<file path="src/adc_compute_cfg.svh">
// Register offsets, field positions, reset values for converter post-processing.
// Assumes a 32-bit AXI4-Lite register bus with a 12-bit byte address.
// Overview of operation
// - At conversion start, copy filter value or last result into previous store by select bit.
// - Filter mode uses shift field as time constant two to that power, unity gain.
// - Accumulate, average and burst modes right-shift the running sum by shift field.
// - Basic mode ignores the shift field entirely; accumulate honours it.
// - Writing one to clear command clears running sum, wrapped flag and tally.
// - Clear command reads zero when idle or once clearing has finished.
// - Mode field: 100 filter, 011 burst, 010 average, 001 accumulate, 101-111 reserved.
// - Control register: select bit 7, shift 6:4, clear 3, mode 2:0, reset zero.
// - Clear command drops by itself only after the clearing has actually completed.
`ifndef ADC_COMPUTE_CFG_SVH
`define ADC_COMPUTE_CFG_SVH
`define ADC_CTRL_IDX 10'h113
`define ADC_CTRL_ADDR {`ADC_CTRL_IDX, 2'b00}
`define ADC_SUM_ADDR 12'h450
`define ADC_FILT_ADDR 12'h454
`define ADC_PREV_ADDR 12'h458
`define ADC_STAT_ADDR 12'h45c
`define ADC_RPT_ADDR 12'h460
`define ADC_CTRL_RST 8'h00
`define ADC_RPT_RST 8'h00
`define PSEL_BIT 7
`define SHIFT_MSB 6
`define SHIFT_LSB 4
`define CLR_BIT 3
`define MODE_MSB 2
`define MODE_LSB 0
`define AXI_OKAY 2'b00
`define AXI_SLVERR 2'b10
`endif

</file>
<file path="src/adc_compute_pkg.sv">
// Types shared by the converter post-processing control and its datapath.
// Assumes the constants header is included alongside.
package adc_compute_pkg;
  // Computation mode encodings
  typedef enum logic [2:0] {
    MODE_BASIC = 3'h0,
    MODE_ACCUM = 3'h1,
    MODE_AVG = 3'h2,
    MODE_BURST = 3'h3,
    MODE_LPF = 3'h4
  } compute_mode_select_t;

  // Control register layout, bit 7 down to bit 0
  typedef struct packed {
    logic prior_source_select;
    logic [2:0] result_shift_amount;
    logic sum_clear_command;
    logic [2:0] compute_mode_select;
  } ctrl_fields_t;

  // Conversion events from the converter, same clock
  typedef struct packed {
    logic start;
    logic done;
    logic [11:0] value;
  } conv_in_t;

  // Clear sequencer, one-hot
  typedef enum logic [1:0] {
    CLR_IDLE = 2'h1,
    CLR_BUSY = 2'h2
  } clr_state_t;
endpackage : adc_compute_pkg

</file>
<file path="src/adc_accum_core.sv">
// Accumulator, averager and filter datapath with self-timed clear sequence.
// Assumes conversion events on the same clock; one done per cycle at most.
`timescale 1ns/1ps
`include "adc_compute_cfg.svh"
module adc_accum_core #(
  parameter int SUM_W = 18
) (
  input wire logic ref_clk_i, // System clock
  input wire logic arst_n_i, // Async reset, active low
  input wire adc_compute_pkg::ctrl_fields_t cfg_i, // Control fields
  input wire logic [7:0] repeat_target_i, // Samples per average
  input wire adc_compute_pkg::conv_in_t conv_i, // Conversion events
  input wire logic clear_req_i, // Clear request pulse
  output logic clear_done_o, // Clearing completes this cycle
  output logic [SUM_W-1:0] running_sum_o, // Running sum
  output logic sum_wrapped_flag_o, // Sum overflowed
  output logic [7:0] sample_tally_o, // Samples taken
  output logic [SUM_W-1:0] filtered_value_o, // Computed output
  output logic [11:0] prev_value_o, // Previous-value store
  output logic result_valid_o // New output pulse
);
  import adc_compute_pkg::*;

  logic [SUM_W-1:0] sum_ff, nxt_sum, filt_ff, nxt_filt;
  logic wrap_ff, nxt_wrap, out_now;
  logic [7:0] tally_ff, nxt_tally;
  logic [11:0] last_res_ff, prev_ff;
  logic valid_ff;
  logic [SUM_W:0] sum_ext;
  clr_state_t clr_state_ff;
  compute_mode_select_t mode;

  assign mode = compute_mode_select_t'(cfg_i.compute_mode_select);
  assign sum_ext = {1'b0, sum_ff} + {{(SUM_W-11){1'b0}}, conv_i.value};

  // Next datapath values for one finished conversion
  always_comb begin
    nxt_sum = sum_ff;
    nxt_wrap = wrap_ff;
    nxt_tally = tally_ff;
    nxt_filt = filt_ff;
    out_now = 1'b0;
    unique case (mode)
      MODE_BASIC: begin
        nxt_filt = {{(SUM_W-12){1'b0}}, conv_i.value};
        out_now = 1'b1;
      end
      MODE_ACCUM: begin
        nxt_sum = sum_ext[SUM_W-1:0];
        nxt_wrap = wrap_ff | sum_ext[SUM_W];
        nxt_tally = tally_ff + 8'h01;
        nxt_filt = nxt_sum >> cfg_i.result_shift_amount;
        out_now = 1'b1;
      end
      MODE_AVG, MODE_BURST: begin
        nxt_sum = sum_ext[SUM_W-1:0];
        nxt_wrap = wrap_ff | sum_ext[SUM_W];
        nxt_tally = tally_ff + 8'h01;
        // Average completes at the repeat target; tally 0 target means 1
        if (nxt_tally >= repeat_target_i) begin
          nxt_filt = nxt_sum >> cfg_i.result_shift_amount;
          out_now = 1'b1;
          nxt_sum = '0;
          nxt_tally = 8'h00;
        end
      end
      MODE_LPF: begin
        // Sum holds output times 2^shift, so the gain stays unity
        nxt_sum = sum_ff - (sum_ff >> cfg_i.result_shift_amount)
                  + {{(SUM_W-12){1'b0}}, conv_i.value};
        nxt_filt = nxt_sum >> cfg_i.result_shift_amount;
        out_now = 1'b1;
      end
      default: begin
        out_now = 1'b0; // Reserved modes do nothing
      end
    endcase
  end

  // Clear sequencer: request, then one busy cycle of clearing
  always_ff @(posedge ref_clk_i or negedge arst_n_i) begin
    if (!arst_n_i) begin
      clr_state_ff <= CLR_IDLE;
    end else begin
      unique case (clr_state_ff)
        CLR_IDLE: if (clear_req_i) clr_state_ff <= CLR_BUSY;
        CLR_BUSY: clr_state_ff <= CLR_IDLE;
        default: clr_state_ff <= CLR_IDLE;
      endcase
    end
  end
  assign clear_done_o = (clr_state_ff == CLR_BUSY);

  // Accumulation state; clearing beats a conversion
  always_ff @(posedge ref_clk_i or negedge arst_n_i) begin
    if (!arst_n_i) begin
      sum_ff <= '0;
      wrap_ff <= 1'b0;
      tally_ff <= 8'h00;
    end else if (clr_state_ff == CLR_BUSY) begin
      sum_ff <= '0;
      wrap_ff <= 1'b0;
      tally_ff <= 8'h00;
    end else if (conv_i.done) begin
      sum_ff <= nxt_sum;
      wrap_ff <= nxt_wrap;
      tally_ff <= nxt_tally;
    end
  end

  // Output value and valid pulse
  always_ff @(posedge ref_clk_i or negedge arst_n_i) begin
    if (!arst_n_i) begin
      filt_ff <= '0;
      valid_ff <= 1'b0;
    end else begin
      valid_ff <= conv_i.done & out_now & (clr_state_ff != CLR_BUSY);
      if (conv_i.done && out_now && clr_state_ff != CLR_BUSY) filt_ff <= nxt_filt;
    end
  end

  // Last result and previous-value store
  always_ff @(posedge ref_clk_i or negedge arst_n_i) begin
    if (!arst_n_i) begin
      last_res_ff <= 12'h000;
      prev_ff <= 12'h000;
    end else begin
      if (conv_i.done) last_res_ff <= conv_i.value;
      if (conv_i.start) begin
        prev_ff <= cfg_i.prior_source_select ? filt_ff[11:0] : last_res_ff;
      end
    end
  end

  assign running_sum_o = sum_ff;
  assign sum_wrapped_flag_o = wrap_ff;
  assign sample_tally_o = tally_ff;
  assign filtered_value_o = filt_ff;
  assign prev_value_o = prev_ff;
  assign result_valid_o = valid_ff;

  a_prev_source: assert property (@(posedge ref_clk_i) disable iff (!arst_n_i)
    conv_i.start |=> prev_ff == ($past(cfg_i.prior_source_select) ? $past(filt_ff[11:0])
                                 : $past(last_res_ff)))
    else $error("previous store took wrong source");
  a_basic_plain: assert property (@(posedge ref_clk_i) disable iff (!arst_n_i)
    (conv_i.done && mode == MODE_BASIC && clr_state_ff == CLR_IDLE)
    |=> valid_ff && filt_ff == {{(SUM_W-12){1'b0}}, $past(conv_i.value)})
    else $error("basic mode output not the plain result");
  a_clear_effect: assert property (@(posedge ref_clk_i) disable iff (!arst_n_i)
    clear_req_i && clr_state_ff == CLR_IDLE |=> ##1 sum_ff == '0 && !wrap_ff && tally_ff == 8'h00)
    else $error("clear left accumulator state");
  a_accum_shift: assert property (@(posedge ref_clk_i) disable iff (!arst_n_i)
    (conv_i.done && mode == MODE_ACCUM && clr_state_ff == CLR_IDLE)
    |=> filt_ff == (sum_ff >> $past(cfg_i.result_shift_amount)))
    else $error("accumulate output not shifted sum");
endmodule : adc_accum_core

</file>
<file path="src/adc_compute_ctrl.sv">
// Converter post-processing control: AXI4-Lite register slave plus datapath.
// Assumes conversion events come from logic on the same system clock.
//
// Decided for this implementation: the AXI4-Lite interface to the registers.
`timescale 1ns/1ps
`include "adc_compute_cfg.svh"
module adc_compute_ctrl #(
  parameter int ADDR_W = 12,
  parameter int SUM_W = 18
) (
  input wire logic ref_clk_i, // System clock, 25 MHz
  input wire logic arst_n_i, // Async reset, active low
  input wire logic [ADDR_W-1:0] s_axi_awaddr, // Write address
  input wire logic s_axi_awvalid, // Write address valid
  output logic s_axi_awready, // Write address ready
  input wire logic [31:0] s_axi_wdata, // Write data
  input wire logic [3:0] s_axi_wstrb, // Write byte strobes
  input wire logic s_axi_wvalid, // Write data valid
  output logic s_axi_wready, // Write data ready
  output logic [1:0] s_axi_bresp, // Write response
  output logic s_axi_bvalid, // Write response valid
  input wire logic s_axi_bready, // Write response ready
  input wire logic [ADDR_W-1:0] s_axi_araddr, // Read address
  input wire logic s_axi_arvalid, // Read address valid
  output logic s_axi_arready, // Read address ready
  output logic [31:0] s_axi_rdata, // Read data
  output logic [1:0] s_axi_rresp, // Read response
  output logic s_axi_rvalid, // Read data valid
  input wire logic s_axi_rready, // Read data ready
  input wire adc_compute_pkg::conv_in_t conv_i, // Start, done and result
  output logic [SUM_W-1:0] filtered_value_o, // Computed output
  output logic result_valid_o, // New output pulse
  output logic [11:0] prev_value_o // Previous-value store
);
  import adc_compute_pkg::*;

  ctrl_fields_t ctrl_ff;
  logic [7:0] rpt_ff;
  logic aw_full_ff, w_full_ff, bvalid_ff, rvalid_ff;
  logic [ADDR_W-1:0] awaddr_ff;
  logic [31:0] wdata_ff, rdata_ff, nxt_rdata;
  logic [3:0] wstrb_ff;
  logic [1:0] bresp_ff, rresp_ff, nxt_rresp;
  logic do_write, wr_ctrl, wr_rpt, wr_hit, rd_take, rd_hit;
  logic clear_req, clear_done;
  logic [SUM_W-1:0] running_sum;
  logic sum_wrapped_flag;
  logic [7:0] sample_tally;

  // Handshake readies; one write and one read in flight
  assign s_axi_awready = !aw_full_ff && !bvalid_ff;
  assign s_axi_wready = !w_full_ff && !bvalid_ff;
  assign s_axi_arready = !rvalid_ff;
  assign s_axi_bvalid = bvalid_ff;
  assign s_axi_bresp = bresp_ff;
  assign s_axi_rvalid = rvalid_ff;
  assign s_axi_rdata = rdata_ff;
  assign s_axi_rresp = rresp_ff;

  // Write decode once both address and data are held
  assign do_write = aw_full_ff && w_full_ff && !bvalid_ff;
  assign wr_ctrl = do_write && awaddr_ff == ADDR_W'(`ADC_CTRL_ADDR) && wstrb_ff[0];
  assign wr_rpt = do_write && awaddr_ff == ADDR_W'(`ADC_RPT_ADDR) && wstrb_ff[0];
  assign wr_hit = awaddr_ff == ADDR_W'(`ADC_CTRL_ADDR) || awaddr_ff == ADDR_W'(`ADC_RPT_ADDR)
                  || awaddr_ff == ADDR_W'(`ADC_SUM_ADDR) || awaddr_ff == ADDR_W'(`ADC_FILT_ADDR)
                  || awaddr_ff == ADDR_W'(`ADC_PREV_ADDR) || awaddr_ff == ADDR_W'(`ADC_STAT_ADDR);
  assign clear_req = wr_ctrl && wdata_ff[`CLR_BIT];

  // Write channel capture and response
  always_ff @(posedge ref_clk_i or negedge arst_n_i) begin
    if (!arst_n_i) begin
      aw_full_ff <= 1'b0;
      w_full_ff <= 1'b0;
      bvalid_ff <= 1'b0;
      awaddr_ff <= '0;
      wdata_ff <= 32'h0000_0000;
      wstrb_ff <= 4'h0;
      bresp_ff <= `AXI_OKAY;
    end else begin
      if (s_axi_awvalid && s_axi_awready) begin
        aw_full_ff <= 1'b1;
        awaddr_ff <= s_axi_awaddr;
      end
      if (s_axi_wvalid && s_axi_wready) begin
        w_full_ff <= 1'b1;
        wdata_ff <= s_axi_wdata;
        wstrb_ff <= s_axi_wstrb;
      end
      if (do_write) begin
        bvalid_ff <= 1'b1;
        bresp_ff <= wr_hit ? `AXI_OKAY : `AXI_SLVERR;
        aw_full_ff <= 1'b0;
        w_full_ff <= 1'b0;
      end else if (bvalid_ff && s_axi_bready) begin
        bvalid_ff <= 1'b0;
      end
    end
  end

  // Control register; a fresh clear write beats the completion drop
  always_ff @(posedge ref_clk_i or negedge arst_n_i) begin
    if (!arst_n_i) begin
      ctrl_ff <= ctrl_fields_t'(`ADC_CTRL_RST);
    end else if (wr_ctrl) begin
      ctrl_ff <= ctrl_fields_t'(wdata_ff[7:0]);
    end else if (clear_done) begin
      ctrl_ff.sum_clear_command <= 1'b0;
    end
  end

  // Repeat target register
  always_ff @(posedge ref_clk_i or negedge arst_n_i) begin
    if (!arst_n_i) begin
      rpt_ff <= `ADC_RPT_RST;
    end else if (wr_rpt) begin
      rpt_ff <= wdata_ff[7:0];
    end
  end

  // Read mux; unmapped addresses answer zero with an error
  always_comb begin
    nxt_rdata = 32'h0000_0000;
    nxt_rresp = `AXI_OKAY;
    rd_hit = 1'b1;
    if (s_axi_araddr == ADDR_W'(`ADC_CTRL_ADDR)) begin
      nxt_rdata[7:0] = ctrl_ff;
    end else if (s_axi_araddr == ADDR_W'(`ADC_RPT_ADDR)) begin
      nxt_rdata[7:0] = rpt_ff;
    end else if (s_axi_araddr == ADDR_W'(`ADC_SUM_ADDR)) begin
      nxt_rdata[SUM_W-1:0] = running_sum;
    end else if (s_axi_araddr == ADDR_W'(`ADC_FILT_ADDR)) begin
      nxt_rdata[SUM_W-1:0] = filtered_value_o;
    end else if (s_axi_araddr == ADDR_W'(`ADC_PREV_ADDR)) begin
      nxt_rdata[11:0] = prev_value_o;
    end else if (s_axi_araddr == ADDR_W'(`ADC_STAT_ADDR)) begin
      nxt_rdata[8:0] = {sum_wrapped_flag, sample_tally};
    end else begin
      rd_hit = 1'b0;
      nxt_rresp = `AXI_SLVERR;
    end
  end
  assign rd_take = s_axi_arvalid && s_axi_arready;

  // Read channel
  always_ff @(posedge ref_clk_i or negedge arst_n_i) begin
    if (!arst_n_i) begin
      rvalid_ff <= 1'b0;
      rdata_ff <= 32'h0000_0000;
      rresp_ff <= `AXI_OKAY;
    end else if (rd_take) begin
      rvalid_ff <= 1'b1;
      rdata_ff <= nxt_rdata;
      rresp_ff <= nxt_rresp;
    end else if (rvalid_ff && s_axi_rready) begin
      rvalid_ff <= 1'b0;
    end
  end

  // Datapath
  adc_accum_core #(
    .SUM_W(SUM_W)
  ) u_core (
    .ref_clk_i(ref_clk_i),
    .arst_n_i(arst_n_i),
    .cfg_i(ctrl_ff),
    .repeat_target_i(rpt_ff),
    .conv_i(conv_i),
    .clear_req_i(clear_req),
    .clear_done_o(clear_done),
    .running_sum_o(running_sum),
    .sum_wrapped_flag_o(sum_wrapped_flag),
    .sample_tally_o(sample_tally),
    .filtered_value_o(filtered_value_o),
    .prev_value_o(prev_value_o),
    .result_valid_o(result_valid_o)
  );

  a_ctrl_write: assert property (@(posedge ref_clk_i) disable iff (!arst_n_i)
    wr_ctrl |=> ctrl_ff[7:4] == $past(wdata_ff[7:4]) && ctrl_ff[2:0] == $past(wdata_ff[2:0]))
    else $error("control register write lost");
  a_mode_field: assert property (@(posedge ref_clk_i) disable iff (!arst_n_i)
    wr_ctrl |=> u_core.mode == compute_mode_select_t'($past(wdata_ff[2:0])))
    else $error("mode field not steering datapath");
  a_clear_holds: assert property (@(posedge ref_clk_i) disable iff (!arst_n_i)
    clear_req |=> ctrl_ff.sum_clear_command ##1 !ctrl_ff.sum_clear_command || wr_ctrl)
    else $error("clear command not held until done");
  a_clear_reads: assert property (@(posedge ref_clk_i) disable iff (!arst_n_i)
    clear_done && !wr_ctrl |=> !ctrl_ff.sum_clear_command)
    else $error("clear command still set after completion");
  a_clear_sum: assert property (@(posedge ref_clk_i) disable iff (!arst_n_i)
    clear_req && !clear_done |-> ##2 running_sum == '0 && sample_tally == 8'h00)
    else $error("clear command did not zero the sum");
  a_lpf_gain: assert property (@(posedge ref_clk_i) disable iff (!arst_n_i)
    conv_i.done && u_core.mode == MODE_LPF && !clear_done
    |=> filtered_value_o == (running_sum >> $past(ctrl_ff.result_shift_amount)))
    else $error("filter output not scaled sum");
  a_wr_resp: assert property (@(posedge ref_clk_i) disable iff (!arst_n_i)
    do_write |=> s_axi_bvalid && s_axi_bresp == (wr_hit ? `AXI_OKAY : `AXI_SLVERR))
    else $error("write response wrong");
  a_rd_resp: assert property (@(posedge ref_clk_i) disable iff (!arst_n_i)
    rd_take |=> s_axi_rvalid && s_axi_rresp == ($past(rd_hit) ? `AXI_OKAY : `AXI_SLVERR))
    else $error("read response wrong");
  // Register side effects of writes, and control register readback
  a_rpt_write: assert property (@(posedge ref_clk_i) disable iff (!arst_n_i)
    wr_rpt |=> rpt_ff == $past(wdata_ff[7:0]))
    else $error("repeat target write lost");
  a_rpt_keep: assert property (@(posedge ref_clk_i) disable iff (!arst_n_i)
    do_write && !wr_rpt |=> rpt_ff == $past(rpt_ff))
    else $error("repeat target changed by another write");
  a_clear_sets: assert property (@(posedge ref_clk_i) disable iff (!arst_n_i)
    clear_req |=> ctrl_ff.sum_clear_command && clear_done)
    else $error("clear command not started");
  a_ctrl_read: assert property (@(posedge ref_clk_i) disable iff (!arst_n_i)
    rd_take && s_axi_araddr == ADDR_W'(`ADC_CTRL_ADDR) |=> s_axi_rdata == {24'h0, $past(ctrl_ff)})
    else $error("control readback wrong");
  c_clear_cycle: cover property (@(posedge ref_clk_i) disable iff (!arst_n_i)
    clear_req ##[1:3] clear_done);
  c_lpf_output: cover property (@(posedge ref_clk_i) disable iff (!arst_n_i)
    u_core.mode == MODE_LPF && result_valid_o);
  c_avg_output: cover property (@(posedge ref_clk_i) disable iff (!arst_n_i)
    u_core.mode == MODE_AVG && result_valid_o);
  c_prev_filter: cover property (@(posedge ref_clk_i) disable iff (!arst_n_i)
    conv_i.start && ctrl_ff.prior_source_select);
  c_burst_output: cover property (@(posedge ref_clk_i) disable iff (!arst_n_i)
    u_core.mode == MODE_BURST && result_valid_o);
endmodule : adc_compute_ctrl

</file>
<file path="config.mk">
export PLATFORM = sky130hd
export DESIGN_NAME = adc_compute_ctrl
export DESIGN_NICKNAME = d
export VERILOG_FILES = /design/src/adc_compute_pkg.sv /design/src/adc_accum_core.sv /design/src/adc_compute_ctrl.sv
export VERILOG_INCLUDE_DIRS = /design/src /design/src/src
export SDC_FILE = /design/constraint.sdc
export NUM_CORES = 1
export LEC_CHECK = 0
export BUFFER_PORTS_ARGS = -buffer_cell sky130_fd_sc_hd__buf_2
export CAP_MARGIN = 10
export CORE_MARGIN = 3
export CORE_UTILIZATION = 30
export DETAILED_ROUTE_END_ITERATION = 8
export PLACE_DENSITY_LB_ADDON = 0.12
export SYNTH_ARGS = -nofsm -noshare
export SYNTH_HDL_FRONTEND = slang
export SYNTH_HIERARCHICAL = 1
export SYNTH_SLANG_ARGS = --single-unit
</file>
<file path="constraint.sdc">
create_clock -name ref_clk_i -period 5.45 [get_ports ref_clk_i]
set_input_delay 0.2725 -clock ref_clk_i [delete_from_list [all_inputs] [get_ports ref_clk_i]]
set_output_delay 0.2725 -clock ref_clk_i [all_outputs]
set_load 0.03 [all_outputs]
</file>
==> metrics.txt <==
most used cell along the critical path o21ai_0; Initial Util 30.6%; unrepaired setup endpoints after global routing false; clock tree buffer depth 2; Post-Syn Area 0.00997 mm^2; clock sinks 133; I/O Buffers 109; first-pass GRT wire length 52.3 mm; gr usage total 19.2%; synth cell count leaders 132 x dfrtp_1, 90 x nand2_1, 78 x inv_1; fin area 0.0115 mm^2; Final Hold Vio Count 0; DRT Wirelength 33.5 mm; n_diodes 0; layout cells sized above 1 21.7%; placed cell area 0.0109 mm^2; Startpoint Class register; die height 188 um; Post-Synth XOR/XNOR Area 3.25%; Cell variety after synth 85; #FFs+latches synth 133; # Max-Cap Violations 0; Least-Margin Pin Slew 1.13 ns; sequential area share after synthesis 33.4%; Clk pin slew, worst setup/hold paths 0.06 ns; hpwl dp 26.1 mm; Slew headroom 24.0%; critical path type reg -> reg; Min-Delay Path Class in -> reg; Fmax 0.200 GHz; Die X 188 um; Critical Path RT 5.76 ns; boundary pin count 153; H-tree levels 4; Synth top area share 33.1%; M2 GR Usage 29.7%; critical-path cell list buf_4, o21ai_0, o21ai_0, mux2i_1, fa_1, inv_1, ha_1, a21oi_1, o21ai_0, a221oi_1, nand2_1, a31oi_1, xnor2_1, mux4_2, mux2_4, a221o_1; Max VDD drop 0.225 mV; P_leak 5.27 nW; DR DRC count 0; wire per inst 20.6 um; M3 GR Usage 2.88%; final critical-path required period 5.00 ns; crit-path leading delay family compound AO/OA/AOI/OAI gates; count of final setup violators 0; CTS buffer count 17; Slew Viols, Final 0; Antenna Nets Post-Route 0; arrival time worst endpoint 5.31 ns; Worst Skew 0.0172 ns; most common cell in the netlist dfrtp_1; largest family of logic cells by synthesized area compound AO/OA/AOI/OAI gates; mux contribution to synthesized area 13.5%; row count 66; Root Driver clkbuf_16; CTS tree done; Avg Cell Area, Syn 9.25 um^2; Buf/Inv on CP 2; Worst setup EP type register; setup bufs post-CTS 0; Core Box Area 0.0326 mm^2; Layout area overhead 15.4%; largest net degree at the start of global routing 74; Pwr per Cell Area 459 mW/mm^2; vias per inst 5.19; vias in the first global route 8536; post-CTS sizing 0; Layout fillers 3418; setup TNS 0 ns; GRT busiest layer met2; ys async rst share 100%; Slowest cell on crit path dfrtp_2; CP max stage delay 0.61 ns; compound-gate portion of the synthesized area 20.1%; worst skew pair latency 0.43 ns; die area 0.0355 mm^2; Yosys top cell by area dfrtp_1; status finished clean; layout net count 1314; Ys Warns 6; CP max FO 18; GRT overflow 0; antenna violations before repair 0; routability cong. 0.853; Mapped Cells 1078; hold_buf cts 1; number of DRC markers in iteration 0 544; top cells by area, synth dfrtp_1 33%, mux2i_1 6.3%, mux2_2 5.6%; dominant synthesized flop cell dfrtp_1; adder-cell share of the synthesized area 8.13%; GRT met1 Usage 28.1%; Post-Synth Simple-Gate Area 14.4%; Final Cycle Share 91.8%; EDFF count, synth 0; TritonRoute pass-1 iters 5; Via Count 8466
-- per-stage QoR --
stage          worst slack [ns]  util (%)  cells  hold WS, ns  total power, mW
2_1_floorplan             0.729         -   1093      -0.0231             3.29
3_3_place_gp              0.493      33.4   1598        0.361             4.08
3_5_place_dp              0.435      33.4   1598        0.361             4.08
4_1_cts                   0.404      35.3   1631       0.0115             5.31
5_1_grt                  0.0919      35.3   1631       0.0256             5.70
6_report                  0.446      35.3   1631       0.0343             5.28
-- worst paths after layout --
kind,startpoint,endpoint,slack (ns),cells after the start
max,ctrl_ff[4],u_core/filtered_value_o[11],0.45,16
min,s_axi_bready,s_axi_bvalid,0.03,2
max reg2reg,ctrl_ff[4],u_core/filtered_value_o[11],0.45,16
min reg2reg,s_axi_rresp[1],s_axi_rresp[1],0.47,1
max in group asynchronous,arst_n_i,u_core/result_valid_o,3.69,3
min in group asynchronous,arst_n_i,awaddr_ff[10],0.45,2
-- power breakdown --
| group | switching, mW | total (mW) | internal (mW) |
|---|---|---|---|
| clock | 0.457 | 1.20 | 0.743 |
| combinational | 1.61 | 2.70 | 1.09 |
| sequential | 0.219 | 1.38 | 1.16 |
| total | 2.29 | 5.28 | 2.99 |
-- registers in the layout, summed over array words and instances, names as in the netlist, 2 cells and up --
register / cells
rpt_ff: 8
u_core/running_sum_o: 18
u_core/last_res_ff: 12
awaddr_ff: 12
s_axi_rdata: 18
u_core/clr_state_ff: 2
u_core/sample_tally_o: 8
ctrl_ff: 8
wdata_ff: 8
u_core/prev_value_o: 12
u_core/filtered_value_o: 18
-- layout by cell type, fill, tap and decap left out, drive strengths merged, types with 5 or more instances in the layout --
cell type  count
nand3         22
buf          131
dfrtp        132
a221oi        13
a21o          20
a211oi         8
or3            5
and3           7
a22oi          8
inv           81
nand2b        12
nand2         91
mux4           6
a21oi         76
nor2b          5
o211ai        15
nand4          6
nor4           7
nor2          65
a21boi         6
and2          26
ha            44
o21bai         5
mux2i         63
a22o          10
clkinv         6
mux2          51
o21ai         65
clkbuf        20
o221ai         5
xor2          12
fa            13
o22ai         24
conb          16
nor3          19
a31oi          5
xnor2         25
-- layout make-up --
cell class / instances / area (um^2) / area share, %
Multi-Input combinational cell: 812 / 5990 / 52.0
Sequential cell: 133 / 3330 / 28.9
Timing Repair Buffer: 132 / 727 / 6.32
Tap cell: 442 / 553 / 4.81
Clock buffer: 20 / 457 / 3.97
Inverter: 80 / 300 / 2.61
Clock inverter: 12 / 151 / 1.32
-- layer usage --
metal  part of all wire [%]  wire (um)
met5                      0          0
met4                    1.6        553
met3                    5.3       1780
met2                     44      14900
met1                     49      16300
-- logic make-up after synthesis --
| family | Yosys count |
|---|---|
| multiplexers | 120 |
| XOR/XNOR | 37 |
| AO/OA/AOI/OAI | 299 |
| buffers and inverters | 148 |
| flip-flops | 133 |
| AND/OR/NAND/NOR | 283 |
| other | 1 |
| adder cells (fa/ha/maj) | 57 |
Note: power is estimated with default switching activity, not from simulation.
